===== config.mk =====
export PLATFORM = sky130hd
export DESIGN_NAME = dual_timer_counter
export DESIGN_NICKNAME = d
export VERILOG_FILES = /design/src/logic/dual_timer_pkg.sv /design/src/logic/dual_timer_counter.sv
export VERILOG_INCLUDE_DIRS = /design/src /design/src/logic
export SDC_FILE = /design/constraint.sdc
export NUM_CORES = 1
export LEC_CHECK = 0
export ABC_AREA = 1
export BUFFER_PORTS_ARGS = -buffer_cell sky130_fd_sc_hd__buf_2
export CAP_MARGIN = 25
export CELL_PAD_IN_SITES_DETAIL_PLACEMENT = 0
export CELL_PAD_IN_SITES_GLOBAL_PLACEMENT = 1
export CORE_MARGIN = 3
export CORE_UTILIZATION = 40
export DETAILED_ROUTE_END_ITERATION = 12
export GPL_TIMING_DRIVEN = 0
export MAX_ROUTING_LAYER = met4
export PLACE_DENSITY = 0.86
export SYNTH_ARGS = -nofsm -noshare
export SYNTH_HDL_FRONTEND = slang
export SYNTH_SLANG_ARGS = --single-unit

===== constraint.sdc =====
create_clock -name aclk -period 4.85 [get_ports aclk]
set_input_delay 0.7275 -clock aclk [delete_from_list [all_inputs] [get_ports aclk]]
set_output_delay 0.7275 -clock aclk [all_outputs]
set_load 0.005 [all_outputs]

===== src/logic/dual_timer_regs.svh =====
// Purpose: Register indexes, bit positions and counts for the dual timer/counter.
// Assumes: Register index N sits at AXI byte address 4*N.
// Notes:   Operation list follows.
// Operation
// - Timer operation adds one per machine cycle, every twelve clocks.
// - Counter operation adds one per recognised falling edge, taking two machine cycles.
// - Mode register: upper nibble timer b, lower timer a; gate, select, mode.
// - Mode field: 0 13-bit, 1 16-bit, 2 8-bit reload, 3 split/hold.
// - Select bit 1 counts input falling edges; 0 counts machine cycles.
// - Timer advances while run bit set and gate off or gate input high.
// - 13-bit mode uses high byte and low five bits; rollover sets overflow.
// - Setting a run bit leaves count bytes unchanged.
// - 16-bit mode as 13-bit but with all sixteen bits.
// - Reload mode: low byte overflow sets flag, copies high byte into low.
// - Timer b in mode 3 holds its count as if stopped.
// - Timer a mode 3: low byte own counter; high byte uses b run/flag.
// - Timer a in mode 3: timer b still counts, no flag, run by mode.
// - Overflow flags set by hardware, cleared by software or interrupt service.
// - Control bit 6 runs timer b, bit 4 runs timer a.
// - Control bits 3..0: irq b edge, irq b type, irq a edge, irq a type.
// - Mode and control registers reset to zero.
// - Timer b overflow drives the serial baud source.
`ifndef DUAL_TIMER_REGS_SVH
`define DUAL_TIMER_REGS_SVH

`define IDX_CONTROL  8'h88
`define IDX_MODE     8'h89
`define IDX_CNT_LO_A 8'h8a
`define IDX_CNT_HI_A 8'h8b
`define IDX_CNT_LO_B 8'h8c
`define IDX_CNT_HI_B 8'h8d

`define CTRL_RESET   8'h00
`define MODE_RESET   8'h00

`define BIT_OVF_B    7
`define BIT_RUN_B    6
`define BIT_OVF_A    5
`define BIT_RUN_A    4
`define BIT_TYPE_B   2
`define BIT_TYPE_A   0

`define MC_LAST      4'hb
`define LOW13_MSB    4

`define AXI_AW       12
`define RESP_OKAY    2'h0
`define RESP_SLVERR  2'h2

`endif


===== src/logic/dual_timer_pkg.sv =====
// Purpose: Types shared by the dual timer/counter.
// Assumes: dual_timer_regs.svh supplies the widths.
// Notes:   Whole module state is one packed struct.
`default_nettype none
`include "dual_timer_regs.svh"
package dual_timer_pkg;
    typedef enum logic [1:0] {
        MODE_13B    = 2'h0,
        MODE_16B    = 2'h1,
        MODE_RELOAD = 2'h2,
        MODE_SPLIT  = 2'h3
    } mode_t;

    typedef struct packed {
        logic  gate;
        logic  ct;
        mode_t mode;
    } tmode_t;

    typedef struct packed {
        logic [7:0] hi;
        logic [7:0] lo;
    } cnt_t;

    typedef struct packed {
        logic ovf;
        cnt_t c;
    } step_t;

    typedef enum logic [2:0] {
        SEL_CTRL = 3'h0,
        SEL_MODE = 3'h1,
        SEL_LO_A = 3'h2,
        SEL_HI_A = 3'h3,
        SEL_LO_B = 3'h4,
        SEL_HI_B = 3'h5,
        SEL_NONE = 3'h7
    } sel_t;

    typedef struct packed {
        logic [3:0]         presc;
        logic [7:0]         ctrl;
        tmode_t             mb;
        tmode_t             ma;
        cnt_t               ca;
        cnt_t               cb;
        logic [3:0]         sync1;
        logic [3:0]         sync2;
        logic [1:0]         samp;
        logic               baud;
        logic               aw_hold;
        logic [`AXI_AW-1:0] aw_addr;
        logic               w_hold;
        logic [7:0]         w_data;
        logic               w_lane;
        logic               bvalid;
        logic [1:0]         bresp;
        logic               rvalid;
        logic [7:0]         rdata;
        logic [1:0]         rresp;
    } state_t;
endpackage
`default_nettype wire


===== src/logic/dual_timer_counter.sv =====
// Purpose: Two 16-bit timer/counters with four modes behind an AXI4-Lite slave.
// Assumes: One clock; count and gate pins are asynchronous to it.
// Notes:   Answers one write and one read at a time; registers are 8 bits wide.
`timescale 1ns/1ps
`default_nettype none
`include "dual_timer_regs.svh"
module dual_timer_counter (
    input  wire logic               aclk,
    input  wire logic               aresetn,
    input  wire logic               awvalid,
    output logic                    awready,
    input  wire logic [`AXI_AW-1:0] awaddr,
    input  wire logic [2:0]         awprot,
    input  wire logic               wvalid,
    output logic                    wready,
    input  wire logic [31:0]        wdata,
    input  wire logic [3:0]         wstrb,
    output logic                    bvalid,
    input  wire logic               bready,
    output logic [1:0]              bresp,
    input  wire logic               arvalid,
    output logic                    arready,
    input  wire logic [`AXI_AW-1:0] araddr,
    input  wire logic [2:0]         arprot,
    output logic                    rvalid,
    input  wire logic               rready,
    output logic [31:0]             rdata,
    output logic [1:0]              rresp,
    input  wire logic               count_input_a,
    input  wire logic               count_input_b,
    input  wire logic               gate_input_a,
    input  wire logic               gate_input_b,
    input  wire logic               irq_ack_a,
    input  wire logic               irq_ack_b,
    output logic                    ovf_flag_a,
    output logic                    ovf_flag_b,
    output logic                    ext_irq_type_a,
    output logic                    ext_irq_type_b,
    output logic                    baud_tick
);
    dual_timer_pkg::state_t s;
    dual_timer_pkg::state_t n;
    logic                   mc_tick;
    logic [1:0]             fall;
    logic                   split;
    logic                   run_a;
    logic                   run_b;
    logic                   ev_a;
    logic                   ev_b;
    logic                   ev_th;
    logic                   set_a;
    logic                   set_b;
    logic                   do_wr;
    dual_timer_pkg::sel_t   wsel;
    dual_timer_pkg::step_t  st_a;
    dual_timer_pkg::step_t  st_b;
    logic [8:0]             th_sum;

    function automatic dual_timer_pkg::sel_t reg_sel(input logic [`AXI_AW-1:0] addr);
        reg_sel = dual_timer_pkg::SEL_NONE;
        if (addr[1:0] == 2'h0 && addr[`AXI_AW-1:10] == '0) begin
            unique case (addr[9:2])
                `IDX_CONTROL:  reg_sel = dual_timer_pkg::SEL_CTRL;
                `IDX_MODE:     reg_sel = dual_timer_pkg::SEL_MODE;
                `IDX_CNT_LO_A: reg_sel = dual_timer_pkg::SEL_LO_A;
                `IDX_CNT_HI_A: reg_sel = dual_timer_pkg::SEL_HI_A;
                `IDX_CNT_LO_B: reg_sel = dual_timer_pkg::SEL_LO_B;
                `IDX_CNT_HI_B: reg_sel = dual_timer_pkg::SEL_HI_B;
                default:       reg_sel = dual_timer_pkg::SEL_NONE;
            endcase
        end
    endfunction

    // One counting step in the given mode; split mode steps the low byte only
    function automatic dual_timer_pkg::step_t step(input dual_timer_pkg::cnt_t c,
                                                   input dual_timer_pkg::mode_t m);
        logic [13:0] s13;
        logic [16:0] s16;
        logic [8:0]  s8;
        s13 = {1'b0, c.hi, c.lo[`LOW13_MSB:0]} + 14'h1;
        s16 = {1'b0, c} + 17'h1;
        s8  = {1'b0, c.lo} + 9'h1;
        step = {1'b0, c};
        unique case (m)
            dual_timer_pkg::MODE_13B: begin
                // Upper three low-byte bits are left as they were
                step.ovf                   = s13[13];
                step.c.hi                  = s13[12:5];
                step.c.lo[`LOW13_MSB:0]    = s13[4:0];
            end
            dual_timer_pkg::MODE_16B: begin
                step.ovf = s16[16];
                step.c   = s16[15:0];
            end
            dual_timer_pkg::MODE_RELOAD: begin
                step.ovf  = s8[8];
                step.c.lo = s8[8] ? c.hi : s8[7:0];
            end
            dual_timer_pkg::MODE_SPLIT: begin
                step.ovf  = s8[8];
                step.c.lo = s8[7:0];
            end
        endcase
    endfunction

    assign awready        = !s.aw_hold && !s.bvalid;
    assign wready         = !s.w_hold && !s.bvalid;
    assign arready        = !s.rvalid;
    assign bvalid         = s.bvalid;
    assign bresp          = s.bresp;
    assign rvalid         = s.rvalid;
    assign rdata          = {24'h0, s.rdata};
    assign rresp          = s.rresp;
    assign ovf_flag_a     = s.ctrl[`BIT_OVF_A];
    assign ovf_flag_b     = s.ctrl[`BIT_OVF_B];
    assign ext_irq_type_a = s.ctrl[`BIT_TYPE_A];
    assign ext_irq_type_b = s.ctrl[`BIT_TYPE_B];
    assign baud_tick      = s.baud;

    always_comb begin
        n       = s;
        mc_tick = (s.presc == `MC_LAST);
        n.presc = mc_tick ? 4'h0 : s.presc + 4'h1;
        // Pins pass two flops; only the second is looked at
        n.sync1 = {gate_input_b, gate_input_a, count_input_b, count_input_a};
        n.sync2 = s.sync1;
        // High sample then low sample one machine cycle later
        fall    = mc_tick ? (s.samp & ~s.sync2[1:0]) : 2'h0;
        if (mc_tick) begin
            n.samp = s.sync2[1:0];
        end

        split = (s.ma.mode == dual_timer_pkg::MODE_SPLIT);
        run_a = s.ctrl[`BIT_RUN_A] && (!s.ma.gate || s.sync2[2]);
        ev_a  = run_a && (s.ma.ct ? fall[0] : mc_tick);
        // With a split, timer b ignores its run bit and stops only in its own mode 3 or when its gate holds it
        run_b = (split || s.ctrl[`BIT_RUN_B]) && (!s.mb.gate || s.sync2[3]) &&
                (s.mb.mode != dual_timer_pkg::MODE_SPLIT);
        ev_b  = run_b && (s.mb.ct ? fall[1] : mc_tick);
        ev_th = split && s.ctrl[`BIT_RUN_B] && mc_tick;

        st_a   = step(s.ca, s.ma.mode);
        st_b   = step(s.cb, s.mb.mode);
        th_sum = {1'b0, s.ca.hi} + 9'h1;
        if (ev_a) begin
            n.ca = st_a.c;
        end
        if (ev_th) begin
            n.ca.hi = th_sum[7:0];
        end
        if (ev_b) begin
            n.cb = st_b.c;
        end
        set_a  = ev_a && st_a.ovf;
        set_b  = split ? (ev_th && th_sum[8]) : (ev_b && st_b.ovf);
        n.baud = ev_b && st_b.ovf;

        if (irq_ack_a) begin
            n.ctrl[`BIT_OVF_A] = 1'b0;
        end
        if (irq_ack_b) begin
            n.ctrl[`BIT_OVF_B] = 1'b0;
        end

        if (awvalid && awready) begin
            n.aw_hold = 1'b1;
            n.aw_addr = awaddr;
        end
        if (wvalid && wready) begin
            n.w_hold = 1'b1;
            n.w_data = wdata[7:0];
            n.w_lane = wstrb[0];
        end
        do_wr = s.aw_hold && s.w_hold;
        wsel  = reg_sel(s.aw_addr);
        if (do_wr) begin
            n.aw_hold = 1'b0;
            n.w_hold  = 1'b0;
            n.bvalid  = 1'b1;
            n.bresp   = (wsel == dual_timer_pkg::SEL_NONE) ? `RESP_SLVERR : `RESP_OKAY;
            // Written after the step so software wins the cycle
            if (s.w_lane) begin
                unique case (wsel)
                    dual_timer_pkg::SEL_CTRL: n.ctrl      = s.w_data;
                    dual_timer_pkg::SEL_MODE: {n.mb, n.ma} = s.w_data;
                    dual_timer_pkg::SEL_LO_A: n.ca.lo     = s.w_data;
                    dual_timer_pkg::SEL_HI_A: n.ca.hi     = s.w_data;
                    dual_timer_pkg::SEL_LO_B: n.cb.lo     = s.w_data;
                    dual_timer_pkg::SEL_HI_B: n.cb.hi     = s.w_data;
                    default: ;
                endcase
            end
        end
        if (s.bvalid && bready) begin
            n.bvalid = 1'b0;
        end

        // A flag set by hardware outlasts a clear in the same cycle
        if (set_a) begin
            n.ctrl[`BIT_OVF_A] = 1'b1;
        end
        if (set_b) begin
            n.ctrl[`BIT_OVF_B] = 1'b1;
        end

        if (arvalid && arready) begin
            n.rvalid = 1'b1;
            n.rresp  = `RESP_OKAY;
            unique case (reg_sel(araddr))
                dual_timer_pkg::SEL_CTRL: n.rdata = s.ctrl;
                dual_timer_pkg::SEL_MODE: n.rdata = {s.mb, s.ma};
                dual_timer_pkg::SEL_LO_A: n.rdata = s.ca.lo;
                dual_timer_pkg::SEL_HI_A: n.rdata = s.ca.hi;
                dual_timer_pkg::SEL_LO_B: n.rdata = s.cb.lo;
                dual_timer_pkg::SEL_HI_B: n.rdata = s.cb.hi;
                default: begin
                    n.rdata = 8'h0;
                    n.rresp = `RESP_SLVERR;
                end
            endcase
        end else if (s.rvalid && rready) begin
            n.rvalid = 1'b0;
        end
    end

    always_ff @(posedge aclk) begin
        if (!aresetn) begin
            s             <= '0;
            s.ctrl        <= `CTRL_RESET;
            {s.mb, s.ma}  <= `MODE_RESET;
        end else begin
            s <= n;
        end
    end

    tick_period_a: assert property (@(posedge aclk) disable iff (!aresetn)
        mc_tick |-> ##12 mc_tick) else $error("machine cycle not twelve clocks");
    tick_gap_a: assert property (@(posedge aclk) disable iff (!aresetn)
        mc_tick |=> !mc_tick [*8]) else $error("machine cycle tick too early");
    stop_hold_a: assert property (@(posedge aclk) disable iff (!aresetn)
        (!s.ctrl[`BIT_RUN_A] && !do_wr) |=> $stable(s.ca.lo))
        else $error("timer a low byte moved while stopped");
    reload_copy_a: assert property (@(posedge aclk) disable iff (!aresetn)
        (ev_a && s.ma.mode == dual_timer_pkg::MODE_RELOAD && s.ca.lo == 8'hff && !do_wr)
        |=> (s.ca.lo == $past(s.ca.hi)) && s.ctrl[`BIT_OVF_A])
        else $error("reload did not copy high byte");
    b_split_hold_a: assert property (@(posedge aclk) disable iff (!aresetn)
        (s.mb.mode == dual_timer_pkg::MODE_SPLIT && !do_wr) |=> $stable(s.cb))
        else $error("timer b moved in mode 3");
    flag_set_a: assert property (@(posedge aclk) disable iff (!aresetn)
        set_b |=> s.ctrl[`BIT_OVF_B]) else $error("overflow flag b not set");
    edge_count_a: assert property (@(posedge aclk) disable iff (!aresetn)
        (s.ma.ct && s.ma.mode == dual_timer_pkg::MODE_16B && run_a && fall[0] && !do_wr)
        |=> s.ca == $past(s.ca) + 16'h1) else $error("edge not counted");
    wr_priority_a: assert property (@(posedge aclk) disable iff (!aresetn)
        (do_wr && s.w_lane && wsel == dual_timer_pkg::SEL_LO_B) |=> s.cb.lo == $past(s.w_data))
        else $error("count write lost to increment");
    reset_zero_a: assert property (@(posedge aclk)
        !aresetn |=> (s.ctrl == 8'h0 && {s.mb, s.ma} == 8'h0))
        else $error("control or mode not zero after reset");
    // Timer b keeps overflowing under a split, but only the high byte of timer a may raise its flag
    split_flag_a: assert property (@(posedge aclk) disable iff (!aresetn)
        (split && !ev_th && !(do_wr && wsel == dual_timer_pkg::SEL_CTRL)) |=> !$rose(ovf_flag_b))
        else $error("overflow flag b raised by timer b during split");
    ctrl_keep_a: assert property (@(posedge aclk) disable iff (!aresetn)
        (do_wr && s.w_lane && wsel == dual_timer_pkg::SEL_CTRL && !ev_a && !ev_th) |=> $stable(s.ca))
        else $error("control write changed timer a count");
    ack_clear_a: assert property (@(posedge aclk) disable iff (!aresetn)
        (irq_ack_a && !set_a && !(do_wr && wsel == dual_timer_pkg::SEL_CTRL)) |=> !ovf_flag_a)
        else $error("service did not clear overflow flag a");
endmodule // dual_timer_counter
`default_nettype wire


==> Yosys cells after proc, flatten, opt, wreduce, memory -nomap -nowiden <==
Cells that the tools add are included.
{ "classes": {"add_sub_neg": 8, "n_eq_ne": 31, "mux": 39, "bitwise": 3, "n_reduce_logical": 46} }
{ "ops": {"columns": ["operator", "count"], "rows": [
  ["$eq 8x8->1 const B", 12],
  ["$mux 48", 2],
  ["$mux 8", 9],
  ["$pmux 8 s6", 1],
  ["$pmux 5 s4", 2],
  ["$pmux 3 s6", 2],
  ["$add 16x1->17 const B", 2],
  ["$mux 16", 2],
  ["$pmux 8 s2", 2],
  ["$add 13x1->14 const B", 2],
  ["$add 8x1->9 const B", 3],
  ["$logic_and 1x1->1", 20],
  ["$pmux 3 s3", 2],
  ["$eq 3x3->1 const B", 5],
  ["$eq 3x2->1 const B", 4],
  ["$logic_not 2->1", 6],
  ["$reduce_or 2->1", 5],
  ["$mux 1", 9],
  ["$mux 3", 3],
  ["$eq 2x2->1 const B", 4],
  ["$eq 3x1->1 const B", 2],
  ["$logic_not 1->1", 6],
  ["$logic_not 3->1", 2],
  ["$mux 2", 3],
  ["other kinds (12)", 17]
]} }
{ "totals": {"register_bits": 100, "in_bits": 79, "out_inout_bits": 46, "word_cells": 154} }

==> Longest topological paths before layout <==
Gate-level depths: netlist of run 1.
{ "depth": {"word_depth": 11, "depth_mapped": 13} }

==> Worst setup path after synthesis of run 1 <==
No wires, ideal clock.
{ "synth_path": {"path_type": "in2reg", "startpoint": "in araddr[5]", "endpoint": "reg s, in the netlist rdata[7]", "arrival_ns": 1.738, "required_ns": 4.780, "slack_ns": 3.042, "cell_stages": 8, "path_buffers": 1, "cell_sequence": "a21boi_1 > nand2_1 > inv_1 > buf_2 > nand4_1 > nand2_1 > nor2_1 > a21oi_1"} }
{ "synth_via": {"elab_chain_cells": 6, "elab_cells_between_ends": 16, "cone_classes": "eq/ne: 11; mux: 4; reduce/logical: 1"} }
{ "synth_lines": {"columns": ["element", "line", "rtl"], "rows": [
  ["start, declared", "dual_timer_counter.sv:23", "input wire logic [`AXI_AW-1:0] araddr,"],
  ["$eq 8x8->1", "dual_timer_counter.sv:62", "unique case (addr[9:2])"],
  ["$pmux 3 s6 *", "dual_timer_counter.sv:62", null],
  ["$mux 3 *", "dual_timer_counter.sv:61", "if (addr[1:0] == 2'h0 && addr[`AXI_AW-1:10] == '0) begin"],
  ["$mux 3 *", "dual_timer_counter.sv:206", "if (arvalid && arready) begin"],
  ["$eq 3x3->1, or another cell as far along", "dual_timer_counter.sv:209", "unique case (reg_sel(araddr))"],
  ["$pmux 8 s6 *", "dual_timer_counter.sv:209", null],
  ["end signal, assigned", "dual_timer_counter.sv:232", "s <= n;"],
  ["end, declared", "dual_timer_counter.sv:41", "dual_timer_pkg::state_t s;"]
]} }
Mark *: on every way between the ends. The rest lies on a longest branch, timed or not. The select of a mux whose other input is x is not followed.
A chain may end at the register's enable or synchronous reset.

==> Final worst setup path of run 1 <==
{ "layout_path": {"startpoint": "reg s[96] in the netlist's numbering", "endpoint": "reg s[50] in the netlist's numbering"} }
{ "layout_via": {"elab_chain_cells": 8} }
{ "layout_lines": {"columns": ["element", "line", "rtl"], "rows": [
  ["$eq 4x4->1 (no source line) *", null, null],
  ["$mux 2", "dual_timer_counter.sv:128", "fall = mc_tick ? (s.samp & ~s.sync2[1:0]) : 2'h0;"],
  ["$mux 1 *", "dual_timer_counter.sv:139", "ev_b = run_b && (s.mb.ct ? fall[1] : mc_tick);"],
  ["$logic_and 1x1->1 *", "dual_timer_counter.sv:139", null],
  ["$mux 16 *", "dual_timer_counter.sv:151", "if (ev_b) begin"],
  ["$mux 8", "dual_timer_counter.sv:183", "unique case (wsel)"],
  ["$mux 48", "dual_timer_counter.sv:182", "if (s.w_lane) begin"],
  ["$mux 48 *", "dual_timer_counter.sv:176", "if (do_wr) begin"]
]} }
Mark *: on every way between the ends. The rest lies on a longest branch, timed or not.

==> impl_metrics.yaml, run 1 <==
cts:
  post-cts-setup-buffer-count: 0
  htreeDepth: 3
  cts_buffers: 9
  cts_tree: "built"
  cts-root-buf: "clkbuf_16"
  clock_latency_ns: 0.35
  clkSinkCount: 98
  hold_buffers: 0
  post_cts_resized: 0
  clk_pin_slew_ns: 0.07
  cts_buffer_depth: 2
critical_path:
  slowest_stage: "dfxtp_1"
  worstPathArrival_ns: 2.34
  critPathRequiredTime_ns: 5.14
  r2r_slack_ns: 2.79
  criticalPathCategory: "reg -> reg"
  cp_max_fo: 10
  reg2reg_to: "s[50]$_SDFF_PN0_"
  cp_cell_sequence: "ha_1 -> nand3_1 -> nor2_1 -> nand2_1 -> inv_2 -> buf_4 -> o211ai_1 -> nand2_1 -> nand2_1 -> nor2_1"
  start_kind: "flop"
  r2r_start: "s[96]$_SDFF_PP0_"
  r2r_cells: 10
  endpoint_kind: "flop"
  max_stage_delay_ns: 0.35
  crit_top_cell: "nand2_1"
yosys:
  synthMuxAreaShare: 0
  postSynthCellCount: 998
  ys_top_cells_by_area: "dfxtp_1, nand2_1, nor2_1, o21ai_0, a21oi_1"
  synth_top_family_by_area: "simple AND/OR/NAND/NOR gates"
  synth_most_common_cell: "nand2_1"
  synth_compound_area_frac: 0.178
  synthesis.area_mm2: 0.00627
  yosysTopAreaCellShare: 0.313
  synth-seq-cells: 98
  synth-main-ff-cell: "dfxtp_1"
  synth-edff-count: 0
  synth_common_cells: "nand2_1, nor2_1, inv_1"
  yosysWarnings: 0
  async_flop_share: 0
  synth.distinct_cells: 40
  synth_simple_gate_area_frac: 0.352
  yosys.area.top_type: "dfxtp_1"
  synth_xor_area_frac: 0.0112
  yosysSeqAreaShare: 0.313
  syn_avg_cell_area_um2: 6.28
  synthAdderAreaFrac: 0.00799
sta:
  relSlewSlack: 0.572
  rsz0062_at_grt: "false"
  period_share: 0.424
  final.setup.worst_slack_ns: 2.79
  setup_viol: 0
  tightest_slew_ns: 0.642
  finalCriticalPeriod_ns: 2.06
  max_freq_ghz: 0.486
  clock-skew-final_ns: 0.00943
  finalSetupTns_ns: 0
  slew_violations: 0
  hold_viol_final: 0
die:
  io_pins: 125
  start_util: 0.411
  die_x_um: 131
  die_h_um: 131
  die_area_mm2: 0.0172
  row_count: 45
  core-area_mm2: 0.0153
routing:
  postRouteAntennaNets: 0
  first_pass_iters: 5
  first_iter_violations: 727
  wl_mm: 19.8
  drc_errors: 0
  drt-vias-per-instance: 5.13
  wl_per_cell_um: 15.1
  num_vias: 6741
placed_design:
  hpwl_mm: 15.3
  gp_congestion: 0.914
  post_dp_cell_area_mm2: 0.00695
  dp_worst_setup_slack_ns: 2.53
  io_buffer_count: 65
cells_and_area:
  final_nets: 1182
  n_antenna_cell: 0
  drive_gt1_frac: 0.152
  area_growth_pct: 15.7
  layout.area.seq_mm2: 0.00196
  nFillCells: 1675
  finalInstanceArea_mm2: 0.00725
  multiInputGateArea_mm2: 0.00354
run_status:
  status: "complete, no violations"
global_routing:
  grt_max_degree: 17
  grt_overflow: 0
  grt_pass1_wl_mm: 31.6
  grt_pass1_vias: 5924
  antenna_found_initial: 0
  track_usage: 0.233
hold_path:
  worstHoldPathCells: 2
  whs_endpoint: "s[42]$_SDFF_PN0_"
  hold_path_startpoint: "n[42]$_SDFF_PN0_"
  hp-class: "reg -> reg"
power_and_ir_drop:
  p_leak_uw: 0.00333
  powerDensity_mw_per_mm2: 246
  vdd_drop_max_mv: 0.165
run:
  drv_cap: 0
==> critical path: cells and delay by family, from the launching register on <==
family	cells	cell delay, ns
compound gates	1	0.12
fa+ha+maj	1	0.21
simple gates	6	0.95
flops	1	0.35
buf+inv	2	0.37
==> worst max path at each step <==
stage,start,to,depth (start not counted)
after floorplan,araddr[5],rdata[7]$_SDFFE_PN0P_,8
after global placement,araddr[4],rdata[0]$_SDFFE_PN0P_,9
after detailed placement,aresetn,s[60]$_SDFF_PN0_,5
after CTS,s[96]$_SDFF_PP0_,s[50]$_SDFF_PN0_,10
after global routing,s[96]$_SDFF_PP0_,s[52]$_SDFF_PN0_,10
final,s[96]$_SDFF_PP0_,s[50]$_SDFF_PN0_,10
==> layout make-up <==
class | count | share of cell area
sequential | 98 | 0.271
buffer | 67 | 0.0582
tap | 211 | 0.0364
multi-input combinational | 742 | 0.488
inverter | 116 | 0.0602
timing repair buffer | 65 | 0.0449
clock buffer | 10 | 0.0330
clock inverter | 5 | 0.00846
==> power by group <==
group	internal (uW)	total [uW]	switching, uW
logic	72.3	177	104
registers	836	871	34.7
clock network	416	737	321
==> metal layers <==
metal  track usage  vias to the layer above  share of wire
li1              -                     3439              -
met1         0.335                     2998           0.48
met2         0.343                      289           0.42
met3        0.0322                       15          0.085
met4        0.0613                        0          0.013
met5             -                        -              0
==> logic make-up (layout without fill, tap and decap cells) <==
| logic type | count (synthesis) | count (layout) |
|---|---|---|
| flip-flops | 98 | 98 |
| XOR/XNOR | 8 | 8 |
| other | 1 | 26 |
| buffers and inverters | 183 | 263 |
| adder cells (fa/ha/maj) | 4 | 4 |
| AND/OR/NAND/NOR | 492 | 492 |
| AO/OA/AOI/OAI | 212 | 212 |
==> state kept, by name, indices dropped and copies added (netlist names) <==
register,count
baud_tick,1
s,77
ext_irq_type_a,1
ext_irq_type_b,1
ovf_flag_a,1
rvalid,1
bresp,1
bvalid,1
rresp,1
rdata,8
ovf_flag_b,1
n,4
==> cell usage in the layout, fill, tap and decap left out, types with 7 or more instances in the layout <==
master	instances
nand4_1	46
clkbuf_1	13
nor3_1	9
clkbuf_16	9
xor2_1	8
inv_1	108
o22ai_1	7
a21oi_1	85
nor2_1	140
nand3_1	73
buf_4	39
dfxtp_1	98
o211ai_1	7
nor2_2	9
conb_1	26
buf_2	78
o21ai_0	96
nand2_1	195
==> through the flow <==
| step | instances | util | hold WS (ns) | total power [uW] |
|---|---|---|---|---|
| after floorplan | 1023 | - | 0.390 | 990 |
| after global placement | 1299 | 0.456 | 0.393 | 1060 |
| after detailed placement | 1299 | 0.456 | 0.395 | 1060 |
| after CTS | 1314 | 0.475 | 0.411 | 1800 |
| after global routing | 1314 | 0.475 | 0.432 | 1860 |
| final | 1314 | 0.475 | 0.411 | 1780 |
No activity file was read; power rests on OpenSTA's default activity.
==> inputs of run 2 (changes only) <==
ABC_AREA = 0   (was 1)
PLACE_DENSITY = 0.83   (was 0.86)
clock period = 2.14 ns   (was 4.85 ns; I/O delays follow)
==> run 2 against run 1 <==
Register-to-register slack lost 2.7 ns. Count of clock-buffer cells in the layout grew 1. Die area shrank 7.0%. Sequential power grew 120%. Sequential cell count is the same. Hold slack lost 0.26 ns. Combinational power grew 120%. First-iteration DRC count shrank 32%. Maximum frequency grew 0.37%. Largest cell class unchanged. Highest routed layer unchanged.
==> impl_metrics.yaml, run 2 <==
yosys:
  yosysWarnings: 0
  synth-main-ff-cell: "dfxtp_1"
  synth_common_cells: "nand2_1, dfxtp_1, a21oi_1"
  synthesis.area_mm2: 0.00581
  synth-seq-cells: 98
  ys_top_cells_by_area: "dfxtp_1, nand2_1, a21oi_1, buf_4, mux2i_1"
  synth.distinct_cells: 79
  yosys.area.top_type: "dfxtp_1"
  postSynthCellCount: 716
  async_flop_share: 0
  yosysTopAreaCellShare: 0.338
  syn_avg_cell_area_um2: 8.11
  synth-edff-count: 0
  yosysSeqAreaShare: 0.338
  synth_most_common_cell: "nand2_1"
run:
  drv_cap: 0
sta:
  max_freq_ghz: 0.488
  setup_viol: 0
  period_share: 0.958
  relSlewSlack: 0.543
  whs_ns: 0.149
  rsz0062_at_grt: "false"
  slew_violations: 0
  hold_viol_final: 0
  final.setup.worst_slack_ns: 0.0890
  clock-skew-final_ns: 0.0122
  finalCriticalPeriod_ns: 2.05
  tightest_slew_ns: 0.685
global_routing:
  antenna_found_initial: 0
  grt_pass1_wl_mm: 29.7
  track_usage: 0.241
  grt_pass1_vias: 5388
  grt_overflow: 0
  grt_max_degree: 17
cells_and_area:
  largest_register_ffs: 77
  area_growth_pct: 20.3
  n_antenna_cell: 0
  final_nets: 912
  layout_common_cells: "nand2_1, dfxtp_1, buf_2"
  largest_register: "s"
  nFillCells: 1396
  final_common_cell: "nand2_1"
  drive_gt1_frac: 0.237
cts:
  cts_buffers: 9
  clk_pin_slew_ns: 0.08
  cts-root-buf: "clkbuf_16"
  clkSinkCount: 98
  clock_latency_ns: 0.36
  htreeDepth: 3
  cts_tree: "built"
  cts_buffer_depth: 2
power_and_ir_drop:
  vdd_drop_max_mv: 0.658
  p_leak_uw: 0.00265
  powerDensity_mw_per_mm2: 584
  total_power_uw: 4080
routing:
  wl_per_cell_um: 18.9
  first_iter_violations: 491
  num_vias: 5945
  drt-vias-per-instance: 5.86
  drc_errors: 0
  wl_mm: 19.2
  postRouteAntennaNets: 0
  first_pass_iters: 5
critical_path:
  start_kind: "flop"
  max_stage_delay_ns: 0.45
  endpoint_kind: "flop"
  criticalPathCategory: "reg -> reg"
  worstPathArrival_ns: 2.35
  cp_cell_sequence: "ha_2 -> and4_2 -> nand3_1 -> a2111oi_1 -> nor4_1 -> a21oi_1"
  cp_max_fo: 8
  critPathRequiredTime_ns: 2.44
  slowest_stage: "a2111oi_1"
die:
  core-area_mm2: 0.0140
  die_x_um: 126
  io_pins: 125
  row_count: 43
  die_h_um: 126
  start_util: 0.413
  die_area_mm2: 0.0160
placed_design:
  gp_congestion: 0.952
  io_buffer_count: 64
  hpwl_mm: 14.1
  dp_worst_setup_slack_ns: -0.250
hold_path:
  hp-class: "in -> reg"
run_status:
  status: "complete, no violations"
## run 2: cell count changes in the layout (fill, tap and decap cells not counted), sizes merged, moves of 13 or more
| cell | delta |
|---|---|
| a21oi | -24 |
| inv | -98 |
| a31oi | +14 |
| mux2i | +17 |
| nand3 | -49 |
| nor2 | -124 |
| and3 | +17 |
| o21ai | -65 |
| and2 | +13 |
| nand2 | -96 |
| nand4 | -30 |
| clkbuf | +14 |
## run 2: where the power goes
part	leakage (uW)	internal, uW	switching (uW)
Sequential	0.000799	1880	64.7
Combinational	0.00170	175	219
Clock	0.000152	976	766
Total	0.00265	3030	1050
## run 2: worst max-delay path, delay by kind of cell, from the launching register on
kind                     cells  cell delay (ns)
AND/OR/NAND/NOR              3             0.67
flip-flops                   1             0.44
adder cells (fa/ha/maj)      1             0.29
AO/OA/AOI/OAI                2             0.59
## run 2: cell type report
cell class	count	area, um^2	share of cell area
clock buffer	11	253	0.0362
clock inverter	5	60.1	0.00860
sequential	98	1970	0.281
buffer	77	453	0.0649
inverter	19	71.3	0.0102
timing repair buffer	78	448	0.0641
tap	180	225	0.0323
multi-input combinational	546	3510	0.502
## run 2: metrics by stage
step,TNS [ns],cells,area [um^2],util
after floorplan,0,741,5900,-
after global placement,-3.14,985,6440,0.459
after detailed placement,-3.83,985,6440,0.459
after CTS,0,1005,6820,0.486
after global routing,0,1014,6980,0.497
final,0,1014,6980,0.497
## run 2: worst paths after layout
kind                          to  depth (start not counted)        startpoint  slack [ns]
min          rvalid$_SDFFE_PN0P_                          2            rready        0.15
min reg2reg     s[43]$_SDFF_PN0_                          1  n[43]$_SDFF_PN0_        0.43
max             s[76]$_SDFF_PN0_                          6  s[65]$_SDFF_PN0_        0.09
max reg2reg     s[76]$_SDFF_PN0_                          6  s[65]$_SDFF_PN0_        0.09
## run 2: layer usage
metal / vias up / share of wire / GRT usage
met5: - / 0 / -
met4: 0 / 0.016 / 0.0631
met3: 32 / 0.084 / 0.0446
met2: 288 / 0.46 / 0.374
met1: 2793 / 0.44 / 0.323
li1: 2832 / - / -
## run 2: what timing repair did
item,4_1_cts,5_1_grt
hold endpoints to repair,0,0
pin swaps,4,6
resized for setup,7,27
gates cloned,0,1
hold buffers,0,0
endpoints found under the setup margin,33,42
setup buffers,5,8
## run 2: cells by family after synthesis
family                     share of synthesized area
xor gates and xnor gates                      0.0121
adders and majority gates                    0.00862
AOI/OAI and AO/OA                              0.242
muxes                                         0.0487
buffers and inverters                         0.0905
DFF                                            0.338
other                                       0.000646
and+or+nand+nor                                0.260
==> inputs of run 3 (changes only) <==
CORE_MARGIN = 2   (was 3)
RECOVER_POWER = 100   (was default)
==> run 3 against run 2 <==
Sequential cell count stayed put. Critical path type unchanged. Cell count is 0.69% higher. Hold slack better by 0.0035 ns. Critical endpoint is now ovf_flag_a$_SDFF_PN0_. Sequential share of layout area is 0.41 points lower. Core utilization is 0.38 points lower. Critical path depth is 1 higher.
==> impl_metrics.yaml, run 3 (synthesis results as in run 2) <==
critical_path:
  critPathBufInv: 2
  cp_max_fo: 7
  r2r_start: "s[32]$_SDFFE_PN0P_"
  slowest_stage: "or4b_4"
  crit_top_cell: "buf_4"
  critPathRequiredTime_ns: 2.36
  r2r_cells: 7
  reg2reg_to: "ovf_flag_a$_SDFF_PN0_"
  path_delay_family: "simple AND/OR/NAND/NOR gates"
  r2r_slack_ns: 0.05
  cp_cell_sequence: "or4b_4 -> nor4_4 -> buf_4 -> buf_4 -> nand3_4 -> mux2i_1 -> o22ai_1"
  max_stage_delay_ns: 0.58
  worstPathArrival_ns: 2.31
  start_kind: "flop"
  startpoint: "s[32]$_SDFFE_PN0P_"
  endpoint_kind: "flop"
  endpoint: "ovf_flag_a$_SDFF_PN0_"
  crit_cells: 7
  criticalPathCategory: "reg -> reg"
power_and_ir_drop:
  p_seq_frac: 0.444
  power_switching_uw: 1050
  pwr-share-comb: 0.091
  p_leak_uw: 0.00267
  powerDensity_mw_per_mm2: 618
  vdd_drop_max_mv: 0.318
  swShare: 0.240
  p_clk_frac: 0.465
  p_int_uw: 3330
cts:
  cts_tree: "built"
  cts-root-buf: "clkbuf_16"
  hold_buffers: 0
  clock_latency_ns: 0.36
  cts_buffer_depth: 2
  htreeDepth: 3
  clk_pin_slew_ns: 0.07
  clkSinkCount: 98
  cts_buffers: 9
run_status:
  status: "complete, no violations"
cells_and_area:
  final_common_cell: "nand2_1"
  n_antenna_cell: 0
  area_growth_pct: 22.1
  final_nets: 915
  layout_common_cells: "nand2_1, dfxtp_1, buf_2"
  largest_register: "s"
  nFillCells: 1456
  drive_gt1_frac: 0.240
  finalInstanceArea_mm2: 0.00709
  final_cells: 1021
  largest_register_ffs: 77
sta:
  max_freq_ghz: 0.479
  setup_viol: 0
  finalSetupTns_ns: 0
  period_share: 0.975
  clock-skew-final_ns: 0.00598
  hold_viol_final: 0
  tightest_slew_ns: 0.712
  finalCriticalPeriod_ns: 2.09
  relSlewSlack: 0.525
  whs_ns: 0.152
  slew_violations: 0
die:
  start_util: 0.404
  die_h_um: 124
  die_x_um: 124
  die_area_mm2: 0.0155
  io_pins: 125
  row_count: 44
  core-area_mm2: 0.0144
placed_design:
  hpwl_mm: 14.1
  gp_congestion: 0.949
  io_buffer_count: 64
  post_dp_cell_area_mm2: 0.00645
  dp_cells: 989
global_routing:
  grt_pass1_wl_mm: 30.5
  grt_overflow: 0
  antenna_found_initial: 0
  grt_pass1_vias: 5481
  track_usage: 0.255
  grt_max_degree: 18
routing:
  postRouteAntennaNets: 0
  first_iter_violations: 462
  wl_per_cell_um: 19.0
  drt-vias-per-instance: 5.78
  drc_errors: 0
  num_vias: 5905
  wl_mm: 19.4
  first_pass_iters: 5
run:
  drv_cap: 0
hold_path:
  hp-class: "in -> reg"
run 3: layout make-up:
| type | count | area (um^2) | share of cell area |
|---|---|---|---|
| Tap cell | 184 | 230 | 0.0325 |
| Clock buffer | 9 | 225 | 0.0318 |
| Inverter | 19 | 71.3 | 0.0101 |
| Buffer | 77 | 453 | 0.0639 |
| Clock inverter | 7 | 148 | 0.0208 |
| Timing Repair Buffer | 81 | 459 | 0.0648 |
| Multi-Input combinational cell | 546 | 3540 | 0.499 |
| Sequential cell | 98 | 1970 | 0.277 |
run 3: worst min path at each step:
stage	startpoint	endpoint	depth (start not counted)
finish	rready	rvalid$_SDFFE_PN0P_	2
global route	rready	rvalid$_SDFFE_PN0P_	2
CTS	rready	rvalid$_SDFFE_PN0P_	2
detailed placement	n[43]$_SDFF_PN0_	s[43]$_SDFF_PN0_	1
global placement	n[40]$_SDFF_PN0_	s[40]$_SDFF_PN0_	1
floorplan	n[40]$_SDFF_PN0_	s[40]$_SDFF_PN0_	1
run 3: power by group through the flow:
| stage | Clock (uW) | Combinational, uW | Sequential (uW) |
|---|---|---|---|
| 6_report | 2040 | 398 | 1950 |
| 3_5_place_dp | 0 | 378 | 1990 |
| 2_1_floorplan | 0 | 254 | 1960 |
| 3_3_place_gp | 0 | 372 | 1980 |
| 4_1_cts | 2060 | 385 | 1940 |
| 5_1_grt | 2150 | 444 | 1950 |
run 3: worst register-to-register path, delay by kind of cell (launching register included):
| family | cells | cell delay, ns |
|---|---|---|
| buffers and inverters | 2 | 0.33 |
| multiplexers | 1 | 0.21 |
| flip-flops | 1 | 0.32 |
| AND/OR/NAND/NOR | 3 | 1.00 |
| AO/OA/AOI/OAI | 1 | 0.09 |
run 3: repair_timing:
item | 4_1_cts | 5_1_grt
endpoints found under the setup margin | 35 | 36
buffers inserted | 7 | 10
resized for setup | 11 | 30
pin swaps | 4 | 4
run 3: per-layer routing:
metal / global-route usage / vias to the layer above / part of all wire
met5: - / - / 0
met4: 0.110 / 0 / 0.030
met3: 0.0451 / 36 / 0.075
met2: 0.378 / 248 / 0.45
met1: 0.343 / 2784 / 0.44
li1: - / 2837 / -
run 3: metrics by stage:
step	worst slack, ns	util	total power [uW]
floorplan	0.242	-	2210
global placement	-0.227	0.449	2360
detailed placement	-0.255	0.449	2360
CTS	0.00214	0.481	4390
global route	-0.0148	0.493	4550
finish	0.0532	0.493	4380
